<file path="src/inc/ptmc_defines.vh">
// Function
// RULE1 - Two identical timers, own counter, comparators, pins.
// RULE2 - Compare match interrupts, may clear counter, drive output.
// RULE3 - Clock from system, high, sub or pin.
// RULE4 - Separate interrupts for comparator A and P.
// RULE5 - External clock edge rising or falling.
// RULE6 - External clock pin triggers single pulse.
// RULE7 - Capture on rising, falling or both edges.
// RULE8 - External clock pin selectable as capture source.
// RULE9 - Inverted output is complement of primary output.
// RULE10 - Compare match sets, clears or toggles output.
// RULE11 - Output pins carry PWM waveform in PWM mode.
// RULE12 - One edge-aligned PWM, duty or period adjustable.
// RULE13 - Software routes pin sharing before using outputs.
// RULE14 - Ten-bit values split; low byte via holding buffer.
// RULE15 - Buffer moves only on high byte access.
// RULE16 - Compare low write updates holding buffer only.
// RULE17 - Compare high write loads high and buffer atomically.
// RULE18 - High byte read snapshots low byte into buffer.
// RULE19 - Low byte read returns holding buffer.
// RULE20 - Software writes low first, reads high first.
// RULE21 - Ten-bit up-counter clears on overflow or match.
// RULE22 - Clock select encoding of three bits.
// RULE23 - Mode field encoding of two bits.
// RULE24 - On rising clears counter; off holds count.
// RULE25 - Pin inputs synchronised and edge detected once.
`ifndef PTMC_DEFINES_VH
`define PTMC_DEFINES_VH
`define PTMC_ADDR_W 4
`define PTMC_OFS_CTRL0 4'h0
`define PTMC_OFS_CTRL1 4'h1
`define PTMC_OFS_CNT_LO 4'h2
`define PTMC_OFS_CNT_HI 4'h3
`define PTMC_OFS_CMPA_LO 4'h4
`define PTMC_OFS_CMPA_HI 4'h5
`define PTMC_OFS_CMPP_LO 4'h6
`define PTMC_OFS_CMPP_HI 4'h7
`define PTMC_OFS_STATUS 4'h8
`define PTMC_INST_SEL_BIT 3
`define PTMC_INST_STRIDE 5'h10
`define PTMC_C0_PAUSE 7
`define PTMC_C0_CK_HI 6
`define PTMC_C0_CK_LO 4
`define PTMC_C0_ON 3
`define PTMC_C1_MODE_HI 7
`define PTMC_C1_MODE_LO 6
`define PTMC_C1_IO_HI 5
`define PTMC_C1_IO_LO 4
`define PTMC_C1_OC 3
`define PTMC_C1_POL 2
`define PTMC_C1_CAPTS 1
`define PTMC_C1_CCLR 0
`define PTMC_C0_MASK 8'hF8
`define PTMC_CK_SYS_DIV4 3'h0
`define PTMC_CK_SYS 3'h1
`define PTMC_CK_HI_DIV16 3'h2
`define PTMC_CK_HI_DIV64 3'h3
`define PTMC_CK_SUB_A 3'h4
`define PTMC_CK_SUB_B 3'h5
`define PTMC_CK_PIN_RISE 3'h6
`define PTMC_CK_PIN_FALL 3'h7
`define PTMC_MODE_CMP 2'h0
`define PTMC_MODE_CAP 2'h1
`define PTMC_MODE_PWM 2'h2
`define PTMC_MODE_TMR 2'h3
`define PTMC_IO_PWM_OUT 2'h2
`define PTMC_IO_SINGLE 2'h3
`define PTMC_DIV4 8'h03
`define PTMC_DIV16 8'h0F
`define PTMC_DIV64 8'h3F
`define PTMC_CNT_MAX 10'h3FF
`endif

</file>
<file path="src/logic/ptmc_unit.v">
// Design decisions made here: the address map and the address-and-strobe port.
`timescale 1ns/1ps
`include "ptmc_defines.vh"
module ptmc_unit (
    // Clock and reset
    input wire ref_clk_i,
    input wire resetn_i,
    // Shared ticks and pins (pins already synchronised)
    input wire tick_div4_i,
    input wire tick_h16_i,
    input wire tick_h64_i,
    input wire tick_sub_i,
    input wire ext_clk_sync_i,
    input wire cap_sync_i,
    // Register port
    input wire [2:0] reg_addr_i,
    input wire [7:0] wdata_i,
    input wire wr_i,
    input wire rd_i,
    output reg [7:0] rdata_o,
    // Outputs
    output reg out_o,
    output reg out_inv_o,
    output reg irq_a_o,
    output reg irq_p_o
);
    reg [7:0] ctrl0_q;
    reg [7:0] ctrl1_q;
    reg [9:0] count_q;
    reg [9:0] cmp_a_q;
    reg [9:0] cmp_p_q;
    reg [7:0] hold_q;
    reg on_q;
    reg ext_prev_q;
    reg cap_prev_q;
    reg pulse_run_q;
    reg [7:0] rd_q;
    wire [2:0] ck_sel = ctrl0_q[`PTMC_C0_CK_HI:`PTMC_C0_CK_LO];
    wire [1:0] mode = ctrl1_q[`PTMC_C1_MODE_HI:`PTMC_C1_MODE_LO]; // [RULE23]
    wire [1:0] io = ctrl1_q[`PTMC_C1_IO_HI:`PTMC_C1_IO_LO];
    wire oc = ctrl1_q[`PTMC_C1_OC];
    wire on_now = ctrl0_q[`PTMC_C0_ON];
    wire on_rise = on_now & ~on_q;
    wire ext_rise = ext_clk_sync_i & ~ext_prev_q; // [RULE25]
    wire ext_fall = ~ext_clk_sync_i & ext_prev_q; // [RULE25]
    wire cap_in = ctrl1_q[`PTMC_C1_CAPTS] ? ext_clk_sync_i : cap_sync_i; // [RULE8]
    wire cap_prev = ctrl1_q[`PTMC_C1_CAPTS] ? ext_prev_q : cap_prev_q;
    reg tick;
    reg cap_ev;
    always @* begin
        case (ck_sel) // [RULE3] [RULE22]
            `PTMC_CK_SYS_DIV4: tick = tick_div4_i;
            `PTMC_CK_SYS: tick = 1'b1;
            `PTMC_CK_HI_DIV16: tick = tick_h16_i;
            `PTMC_CK_HI_DIV64: tick = tick_h64_i;
            `PTMC_CK_SUB_A, `PTMC_CK_SUB_B: tick = tick_sub_i;
            `PTMC_CK_PIN_RISE: tick = ext_rise; // [RULE5]
            default: tick = ext_fall; // [RULE5]
        endcase
        case (io) // [RULE7]
            2'h0: cap_ev = cap_in & ~cap_prev;
            2'h1: cap_ev = ~cap_in & cap_prev;
            2'h2: cap_ev = cap_in ^ cap_prev;
            default: cap_ev = 1'b0;
        endcase
    end
    // Single pulse waits for its trigger; other modes count whenever on and not paused.
    wire single = (mode == `PTMC_MODE_PWM) && (io == `PTMC_IO_SINGLE);
    wire run = on_now & ~ctrl0_q[`PTMC_C0_PAUSE] & (~single | pulse_run_q)
               & (mode != `PTMC_MODE_CAP);
    wire cnt_tick = run & tick;
    wire match_a = cnt_tick && (count_q == cmp_a_q); // [RULE2]
    wire match_p = cnt_tick && (count_q == cmp_p_q); // [RULE2]
    wire clr_a = match_a & ctrl1_q[`PTMC_C1_CCLR];
    wire clr_p = match_p & ~ctrl1_q[`PTMC_C1_CCLR];
    wire ovf = cnt_tick && (count_q == `PTMC_CNT_MAX);
    always @(posedge ref_clk_i or negedge resetn_i) begin
        if (!resetn_i) begin
            ctrl0_q <= 8'h00;
            ctrl1_q <= 8'h00;
            count_q <= 10'h000;
            cmp_a_q <= 10'h000;
            cmp_p_q <= 10'h000;
            hold_q <= 8'h00;
            on_q <= 1'b0;
            ext_prev_q <= 1'b0;
            cap_prev_q <= 1'b0;
            pulse_run_q <= 1'b0;
            out_o <= 1'b0;
            out_inv_o <= 1'b1;
            irq_a_o <= 1'b0;
            irq_p_o <= 1'b0;
            rdata_o <= 8'h00;
        end else begin
            on_q <= on_now;
            ext_prev_q <= ext_clk_sync_i;
            cap_prev_q <= cap_sync_i;
            irq_a_o <= match_a; // [RULE4]
            irq_p_o <= match_p; // [RULE4]
            if (on_rise) begin
                count_q <= 10'h000; // [RULE24]
            end else if (on_now && mode == `PTMC_MODE_CAP) begin
                if (cap_ev && !ctrl0_q[`PTMC_C0_PAUSE]) begin
                    cmp_a_q <= count_q;
                end
                if (!ctrl0_q[`PTMC_C0_PAUSE] && tick) begin
                    count_q <= (count_q == cmp_p_q) ? 10'h000 : count_q + 10'h001;
                end
            end else if (clr_a || clr_p || ovf) begin
                count_q <= 10'h000; // [RULE21] [RULE2]
            end else if (cnt_tick) begin
                count_q <= count_q + 10'h001; // [RULE21]
            end
            if (single && on_now && ext_rise) begin
                pulse_run_q <= 1'b1; // [RULE6]
            end else if (!on_now || (single && (match_p || ovf))) begin
                pulse_run_q <= 1'b0;
            end
            if (on_rise && mode != `PTMC_MODE_CAP && mode != `PTMC_MODE_TMR) begin
                out_o <= oc;
                out_inv_o <= ~oc; // [RULE9]
            end else if (mode == `PTMC_MODE_CMP && match_a) begin
                case (io) // [RULE10]
                    2'h1: begin
                        out_o <= 1'b0;
                        out_inv_o <= 1'b1;
                    end
                    2'h2: begin
                        out_o <= 1'b1;
                        out_inv_o <= 1'b0;
                    end
                    2'h3: begin
                        out_o <= ~out_o;
                        out_inv_o <= out_o; // [RULE9]
                    end
                    default: begin
                        out_o <= out_o;
                        out_inv_o <= out_inv_o;
                    end
                endcase
            end else if (mode == `PTMC_MODE_PWM) begin
                // Edge aligned: active from period start until duty match.
                if (io == `PTMC_IO_PWM_OUT || single) begin // [RULE11] [RULE12]
                    out_o <= (run && (count_q < cmp_a_q)) ? ~oc : oc;
                    out_inv_o <= (run && (count_q < cmp_a_q)) ? oc : ~oc; // [RULE9]
                end else begin
                    out_o <= io[0] ? ~oc : oc;
                    out_inv_o <= io[0] ? oc : ~oc; // [RULE9]
                end
            end
            if (wr_i) begin
                case (reg_addr_i)
                    `PTMC_OFS_CTRL0: ctrl0_q <= wdata_i & `PTMC_C0_MASK;
                    `PTMC_OFS_CTRL1: ctrl1_q <= wdata_i;
                    `PTMC_OFS_CMPA_LO, `PTMC_OFS_CMPP_LO: hold_q <= wdata_i; // [RULE16]
                    `PTMC_OFS_CMPA_HI: cmp_a_q <= {wdata_i[1:0], hold_q}; // [RULE17]
                    `PTMC_OFS_CMPP_HI: cmp_p_q <= {wdata_i[1:0], hold_q}; // [RULE17]
                    default: hold_q <= hold_q;
                endcase
            end else if (rd_i) begin
                case (reg_addr_i) // [RULE15] [RULE18]
                    `PTMC_OFS_CNT_HI: hold_q <= count_q[7:0];
                    `PTMC_OFS_CMPA_HI: hold_q <= cmp_a_q[7:0];
                    `PTMC_OFS_CMPP_HI: hold_q <= cmp_p_q[7:0];
                    default: hold_q <= hold_q;
                endcase
            end
            rdata_o <= rd_i ? rd_q : 8'h00;
        end
    end
    always @* begin
        case (reg_addr_i) // [RULE14]
            `PTMC_OFS_CTRL0: rd_q = ctrl0_q;
            `PTMC_OFS_CTRL1: rd_q = ctrl1_q;
            `PTMC_OFS_CNT_HI: rd_q = {6'h00, count_q[9:8]};
            `PTMC_OFS_CMPA_HI: rd_q = {6'h00, cmp_a_q[9:8]};
            `PTMC_OFS_CMPP_HI: rd_q = {6'h00, cmp_p_q[9:8]};
            default: rd_q = hold_q; // [RULE19]
        endcase
    end
endmodule // ptmc_unit

</file>
<file path="src/logic/ptmc_top.v">
`timescale 1ns/1ps
`include "ptmc_defines.vh"
module ptmc_top (
    // Clock and reset
    input wire ref_clk_i,
    input wire resetn_i,
    // Clock ticks from other oscillators, already on ref_clk_i
    input wire high_clock_tick_i,
    input wire sub_clock_tick_i,
    // Register port
    input wire [4:0] reg_addr_i,
    input wire [7:0] reg_wdata_i,
    input wire reg_wr_i,
    input wire reg_rd_i,
    output reg [7:0] reg_rdata_o,
    // Timer pins, index 0 first timer, index 1 second timer
    input wire [1:0] timer_ext_clock_pin_i,
    input wire [1:0] timer_capture_pin_i,
    output wire [1:0] timer_out_pin_o,
    output wire [1:0] timer_out_inv_pin_o,
    output wire [1:0] irq_cmp_a_o,
    output wire [1:0] irq_cmp_p_o
);
    reg [7:0] sys_div_q;
    reg [7:0] hi_div_q;
    reg [1:0] ext_s1_q;
    reg [1:0] ext_s2_q;
    reg [1:0] cap_s1_q;
    reg [1:0] cap_s2_q;
    reg rd_sel_q;
    wire [7:0] unit_rdata [0:1];
    wire tick_div4 = ((sys_div_q & `PTMC_DIV4) == `PTMC_DIV4);
    wire tick_h16 = high_clock_tick_i && ((hi_div_q & `PTMC_DIV16) == `PTMC_DIV16);
    wire tick_h64 = high_clock_tick_i && ((hi_div_q & `PTMC_DIV64) == `PTMC_DIV64);
    always @(posedge ref_clk_i or negedge resetn_i) begin
        if (!resetn_i) begin
            sys_div_q <= 8'h00;
            hi_div_q <= 8'h00;
            ext_s1_q <= 2'h0;
            ext_s2_q <= 2'h0;
            cap_s1_q <= 2'h0;
            cap_s2_q <= 2'h0;
            rd_sel_q <= 1'b0;
        end else begin
            sys_div_q <= sys_div_q + 8'h01;
            if (high_clock_tick_i) begin
                hi_div_q <= hi_div_q + 8'h01;
            end
            ext_s1_q <= timer_ext_clock_pin_i; // [RULE25]
            ext_s2_q <= ext_s1_q;
            cap_s1_q <= timer_capture_pin_i; // [RULE25]
            cap_s2_q <= cap_s1_q;
            rd_sel_q <= reg_addr_i[4];
        end
    end
    always @* begin
        reg_rdata_o = unit_rdata[rd_sel_q];
    end
    genvar g;
    generate
        for (g = 0; g < 2; g = g + 1) begin : g_unit // [RULE1]
            ptmc_unit u_unit (
                .ref_clk_i(ref_clk_i),
                .resetn_i(resetn_i),
                .tick_div4_i(tick_div4),
                .tick_h16_i(tick_h16),
                .tick_h64_i(tick_h64),
                .tick_sub_i(sub_clock_tick_i),
                .ext_clk_sync_i(ext_s2_q[g]),
                .cap_sync_i(cap_s2_q[g]),
                .reg_addr_i(reg_addr_i[2:0]),
                .wdata_i(reg_wdata_i),
                .wr_i(reg_wr_i && reg_addr_i[4] == g && !reg_addr_i[3]),
                .rd_i(reg_rd_i && reg_addr_i[4] == g && !reg_addr_i[3]),
                .rdata_o(unit_rdata[g]),
                .out_o(timer_out_pin_o[g]),
                .out_inv_o(timer_out_inv_pin_o[g]),
                .irq_a_o(irq_cmp_a_o[g]),
                .irq_p_o(irq_cmp_p_o[g])
            );
        end
    endgenerate
endmodule // ptmc_top

</file>
<file path="config.mk">
export PLATFORM = sky130hd
export DESIGN_NAME = ptmc_top
export DESIGN_NICKNAME = d
export VERILOG_FILES = /design/src/logic/ptmc_unit.v /design/src/logic/ptmc_top.v
export VERILOG_INCLUDE_DIRS = /design/src /design/src/inc
export SDC_FILE = /design/constraint.sdc
export NUM_CORES = 1
export LEC_CHECK = 0
export ABC_CLOCK_PERIOD_IN_PS = 2580
export BUFFER_PORTS_ARGS = -buffer_cell sky130_fd_sc_hd__buf_2
export CAP_MARGIN = 40
export CORE_MARGIN = 5
export CORE_UTILIZATION = 53
export DETAILED_ROUTE_END_ITERATION = 12
export PLACE_DENSITY_LB_ADDON = 0.12
export REMOVE_ABC_BUFFERS = 1
export SYNTH_ARGS = -nofsm -noshare
export SYNTH_HDL_FRONTEND = slang
export SYNTH_SLANG_ARGS = --single-unit
export TNS_END_PERCENT = 50
</file>
<file path="constraint.sdc">
create_clock -name ref_clk_i -period 2.58 [get_ports ref_clk_i]
set_input_delay 0.129 -clock ref_clk_i [delete_from_list [all_inputs] [get_ports ref_clk_i]]
set_output_delay 0.129 -clock ref_clk_i [all_outputs]
set_load 0.05 [all_outputs]
</file>
# Word-level counts from Yosys, hierarchy flattened
# Index checks and enable logic that the tools add are counted.
# totals
register_bits	159
out_inout_bits	16
word_cells	300
# classes
add_sub_neg	4
order_cmp	3
eq_ne	47
n_mux	76
n_bitwise	48
reduce_logical	85
# ops
cell	n
2-to-1 mux 10 bit	22
2-to-1 mux 8 bit	10
case mux 8 bit (5 select lines)	2
case mux 8 bit (3 select lines)	2
equality test 10 bit	4
logical AND 1 bit	38
2-to-1 mux 1 bit	32
equality test 3 bit, second input constant	10
bitwise AND 1 bit	22
inverter 1 bit	21
adder 10 x 1 -> 10 bit, second input constant	2
equality test 10 bit, second input constant	2
< comparator 10 bit	2
AND reduction 2 bit	10
case mux 1 bit (3 select lines)	6
adder 8 x 1 -> 8 bit, second input constant	2
nonzero test 4 bit	4
equality test 3 x 2 -> 1 bit, second input constant	5
equality test 2 bit, second input constant	7
case mux 1 bit (6 select lines)	2
logical OR 1 bit	10
inequality test 5 x 3 -> 1 bit, second input constant	2
equality test 3 x 1 -> 1 bit, second input constant	3
logical NOT 3 bit	3
other kinds (16)	40

# Logic depth before layout (Yosys ltp)
# logic_depth
ltp_word	14
mapped_depth	10
depth_no_buf	9

# Hierarchy
# Synthesis repeated with hierarchy kept, for this count alone.
# hier_totals
hier_cells	881
hier_area_um2	8638.3
# by_module_without_submodules
module	n_inst	cells_per_inst	area_per_inst_um2	seq_area_each_um2
ptmc_unit at g_unit[1].u_unit	1	423	4011.3	1677.9
ptmc_unit at g_unit[0].u_unit	1	412	3956.3	1677.9
ptmc_top	1	46	670.6	425.4

# Worst setup path before layout
# OpenSTA, ideal clock, no wires.
# synth_path
kind	reg-to-reg
start	reg g_unit[1].u_unit.count_q[9]
end	reg g_unit[1].u_unit.out_o
t_arrival_ns	2.330
required_time_ns	2.461
path_slack_ns	0.131
stages_incl_launch_ff	8
n_path_buf	0
cell_sequence	dfrtp_1 -> ha_1 -> nand4_1 -> or3_1 -> or3_1 -> o31a_1 -> a211o_1 -> o21ba_2
# synth_between
elab_chain_len	7
elab_cells_between_ends	13
classes_between	order compare (1); eq/ne (2); mux (5); reduce/logical (5)
# synth_rtl
item	line	text
start, declared	ptmc_unit.v:29	reg [9:0] count_q;
start signal, assigned	ptmc_unit.v:107	count_q <= (count_q == cmp_p_q) ? 10'h000 : count_q + 10'h001;
start signal, assigned	ptmc_unit.v:112	count_q <= count_q + 10'h001;
< comparator 10 bit	ptmc_unit.v:144	out_o <= (run && (count_q < cmp_a_q)) ? ~oc : oc;
logical AND 1 bit	ptmc_unit.v:144	
2-to-1 mux 1 bit	ptmc_unit.v:144	
2-to-1 mux 1 bit	ptmc_unit.v:143	if (io == `PTMC_IO_PWM_OUT || single) begin
2-to-1 mux 1 bit	ptmc_unit.v:141	end else if (mode == `PTMC_MODE_PWM) begin
2-to-1 mux 1 bit	ptmc_unit.v:122	end else if (mode == `PTMC_MODE_CMP && match_a) begin
2-to-1 mux 1 bit	ptmc_unit.v:119	if (on_rise && mode != `PTMC_MODE_CAP && mode != `PTMC_MODE_TMR) begin
end signal, assigned	ptmc_unit.v:133	out_o <= ~out_o;
end signal, assigned	ptmc_unit.v:144	
end signal, assigned	ptmc_unit.v:147	out_o <= io[0] ? ~oc : oc;
end, declared	ptmc_unit.v:22	output reg out_o,
# Parallel ways exist; a longest one is shown, timed or not. The select of a mux whose other input is x is not followed.
# A chain may end at the register's enable or synchronous reset.

# Worst setup path in the final report
# layout_path
start	reg g_unit[0].u_unit.count_q[7]
end	reg g_unit[0].u_unit.out_inv_o
# layout_between
elab_chain_len	7
elab_cells_between_ends	13
classes_between	order compare (1); eq/ne (2); mux (5); reduce/logical (5)
# layout_rtl
item	line	text
start, declared	ptmc_unit.v:29	
start signal, assigned	ptmc_unit.v:107	
start signal, assigned	ptmc_unit.v:112	
< comparator 10 bit	ptmc_unit.v:145	out_inv_o <= (run && (count_q < cmp_a_q)) ? oc : ~oc;
logical AND 1 bit	ptmc_unit.v:145	
2-to-1 mux 1 bit	ptmc_unit.v:145	
2-to-1 mux 1 bit	ptmc_unit.v:143	
2-to-1 mux 1 bit	ptmc_unit.v:141	
2-to-1 mux 1 bit	ptmc_unit.v:122	
2-to-1 mux 1 bit	ptmc_unit.v:119	
end signal, assigned	ptmc_unit.v:121	out_inv_o <= ~oc;
end signal, assigned	ptmc_unit.v:145	
end signal, assigned	ptmc_unit.v:148	out_inv_o <= io[0] ? oc : ~oc;
end, declared	ptmc_unit.v:23	output reg out_inv_o,
# Parallel ways exist; a longest one is shown, timed or not. The select of a mux whose other input is x is not followed.

==> results.json <==
{
  "ant_nets": 0,
  "grt_max_degree": 69,
  "die_area_sq_mm": 0.0191,
  "ys_seq_area_frac": 0.434,
  "nNetsFinal": 1020,
  "cts_tree": "done",
  "die_h_microns": 138,
  "status": "finished with violations",
  "antennaDiodeCount": 0,
  "finalWirelength_mm": 22.8,
  "combinationalPowerShare": 0.304,
  "clock_path_buffers": 2,
  "crit_path_max_fanout": 8,
  "hold_viol_final": 0,
  "first_pass_iters": 5,
  "clk_latency_ps": 420,
  "slowest_delay_ps": 630,
  "drive_above_1_share": 0.204,
  "required_ps": 2930,
  "utilization": 0.626,
  "failed_checks": "negative setup slack",
  "netlist_instances": 904,
  "vias": 7105,
  "hpwl_mm": 16.7,
  "maxSlewViolCount": 0,
  "finalNonFillerCells": 1188,
  "p_int_mw": 5.77,
  "clock_sinks": 151,
  "hp-class": "in2reg",
  "fin_crit_ps": 2610,
  "ys_async_sr_fraction": 1.00,
  "synthDistinctLibCells": 64,
  "fin_skew_ps": 6.68,
  "worst_pin_slew_ps": 698,
  "ys_warn_count": 0,
  "critPathKind": "reg2reg",
  "grt_overflow": 0,
  "total_power_mw": 8.83,
  "crit_path_frequent_cell": "a21o_1",
  "rows": 46,
  "h-tree-depth": 4,
  "syn_avg_cell_area_sq_um": 9.64,
  "setup_ws_ps": -29.5,
  "clk_pin_slew_ps": 60,
  "power.density_mw_per_mm2": 882,
  "start_util": 0.545,
  "dp.cells": 1148,
  "fmax_mhz": 383,
  "grt_pass1_wl_mm": 37.5,
  "setup_viol": 1,
  "period_share": 1.01,
  "worstPathCellList": "ha_1 -> a21o_1 -> a21o_1 -> a2111oi_0 -> a32oi_1 -> mux2i_1 -> a211o_1",
  "place.gp.congestion": 0.982,
  "sw_frac_of_total": 0.346,
  "drv_cap": 0,
  "ys.flop_type": "dfrtp_1",
  "antenna_found_initial": 0,
  "fillers": 1371,
  "synth_seq_cells": 151,
  "p_leak_nw": 4.68,
  "cts-root-buf": "clkbuf_16",
  "grt_use_total": 0.242,
  "synth-edff-count": 0,
  "reg2regPathDepth": 7,
  "drc": 0,
  "cts_made_buffers": 17,
  "multi_input_area_sq_mm": 0.00453,
  "hold_depth": 2,
  "register_area_sq_mm": 0.00378,
  "start_kind": "flip-flop",
  "grt_pass1_vias": 7086,
  "viasPerCell": 5.98,
  "power.share.clock": 0.299,
  "die_w_microns": 138,
  "vdd_drop_max_v": 0.000558,
  "drt-wirelength-per-cell_microns": 19.2,
  "maxSlewHeadroom": 0.532,
  "cp-end-kind": "flip-flop",
  "pwr-share-seq": 0.397,
  "synth.cell_area_sq_mm": 0.00871,
  "p_sw_mw": 3.06,
  "critPathArrivalTime_ps": 2960,
  "core_sq_mm": 0.0160,
  "post-place-ws_ps": 46.5,
  "area_growth_pct": 14.9,
  "first_iter_violations": 655,
  "io_pins": 39,
  "critPathSlowestCell": "a2111oi_0",
  "port_buffers": 38
}
[power by group through the flow]
stage / combinational, mW / sequential, mW / clock, mW
after floorplan: 1.66 / 3.52 / 0
after global placement: 2.54 / 3.50 / 0
after detailed placement: 2.60 / 3.53 / 0
after CTS: 2.64 / 3.50 / 2.68
after global routing: 3.00 / 3.58 / 2.81
final: 2.68 / 3.51 / 2.64
[timing repair]
item,4_1_cts,5_1_grt
hold endpoints to repair,70,0
setup buffers,0,1
hold buffers,7,0
setup endpoints to repair,0,3
gates resized for setup,0,3
[synthesized netlist by cell type (all sizes together), types with 6 or more instances]
library cell | n | share of area
dfrtp | 149 | 0.43
nor2 | 83 | 0.036
nand2 | 75 | 0.032
a21oi | 73 | 0.042
mux2 | 56 | 0.072
mux2i | 46 | 0.053
o21ai | 43 | 0.025
inv | 42 | 0.018
clkbuf | 41 | 0.018
ha | 38 | 0.055
a211oi | 25 | 0.022
buf | 18 | 0.012
nand3 | 18 | 0.010
xor2 | 17 | 0.017
nor4 | 15 | 0.011
xnor2 | 14 | 0.014
a31oi | 12 | 0.0086
nor3 | 12 | 0.0069
nand3b | 11 | 0.0095
nand4 | 11 | 0.0086
nand2b | 10 | 0.0072
nor2b | 8 | 0.0057
or2 | 8 | 0.0057
o211ai | 7 | 0.0060
o31ai | 6 | 0.0052
[worst max-delay path: cells and delay by family, from the launching register on]
family          cells  cell delay, ps
fa+ha+maj           1             320
mux                 1             180
flops               1             520
compound gates      5            1520
[flip-flops by register name, summed over array words and instances (netlist names), 6 cells and up]
register,count
g_unit.u_unit.cmp_a_q,20
g_unit.u_unit.cmp_p_q,20
g_unit.u_unit.hold_q,16
g_unit.u_unit.rdata_o,16
g_unit.u_unit.ctrl0_q,10
g_unit.u_unit.count_q,20
hi_div_q,6
g_unit.u_unit.ctrl1_q,16
[layer usage]
layer	wire (microns)	track usage	up-vias
met2	10200	0.368	273
met1	10800	0.352	3496
met4	256	0.0546	0
li1	-	-	3312
met5	0	0	-
met3	1570	0.0597	24
[placed cells by master, fill, tap and decap left out, types with 15 or more instances in the layout]
cell / instances
a21oi_1: 73
nor2_1: 81
buf_4: 49
a211oi_1: 24
nor4_1: 15
ha_1: 38
mux2_2: 56
o21ai_0: 41
buf_2: 37
clkbuf_16: 17
inv_1: 42
nand2_1: 75
xor2_1: 17
mux2i_1: 46
nand3_1: 18
dfrtp_1: 149
[kinds of logic after synthesis]
| family | after synthesis | share of synthesized area |
|---|---|---|
| xor+xnor | 31 | 0.0312 |
| simple gates | 273 | 0.152 |
| buf+inv | 101 | 0.0480 |
| fa+ha+maj | 38 | 0.0546 |
| compound gates | 204 | 0.145 |
| flops | 151 | 0.434 |
| mux | 106 | 0.136 |
[path summary, 6_finish.rpt]
kind,from,end,slack [ps]
setup / recovery,g_unit[0].u_unit.count_q[7]$_DFFE_PN0P_,g_unit[0].u_unit.out_inv_o$_DFFE_PN1P_,-30
hold / removal,reg_wdata_i[2],g_unit[0].u_unit.ctrl1_q[2]$_DFFE_PN0P_,30
setup reg to reg,g_unit[0].u_unit.count_q[7]$_DFFE_PN0P_,g_unit[0].u_unit.out_inv_o$_DFFE_PN1P_,-30
min in group asynchronous,resetn_i,g_unit[1].u_unit.out_o$_DFFE_PN0P_,290
hold reg to reg,ext_s1_q[1]$_DFF_PN0_,ext_s2_q[1]$_DFF_PN0_,360
max in group asynchronous,resetn_i,g_unit[0].u_unit.out_inv_o$_DFFE_PN1P_,1440
[per-stage QoR]
stage / cell area, sq um / hold WS (ps) / setup TNS (ps)
CTS: 10000 / 9.28 / 0
global route: 10000 / 33.5 / -3.40
global placement: 9310 / 186 / 0
floorplan: 8450 / -167 / 0
finish: 10000 / 30.7 / -29.5
detailed placement: 9310 / 188 / 0
[layout make-up]
type                    instances  area share
multi-input cells             652       0.452
flip-flops and latches        151       0.378
repair buffers                 95      0.0654
clock buffers                  22      0.0474
well taps                     216      0.0270
inverters                      42      0.0157
clock inverters                10      0.0150
Power figures use the tool's default switching activity.
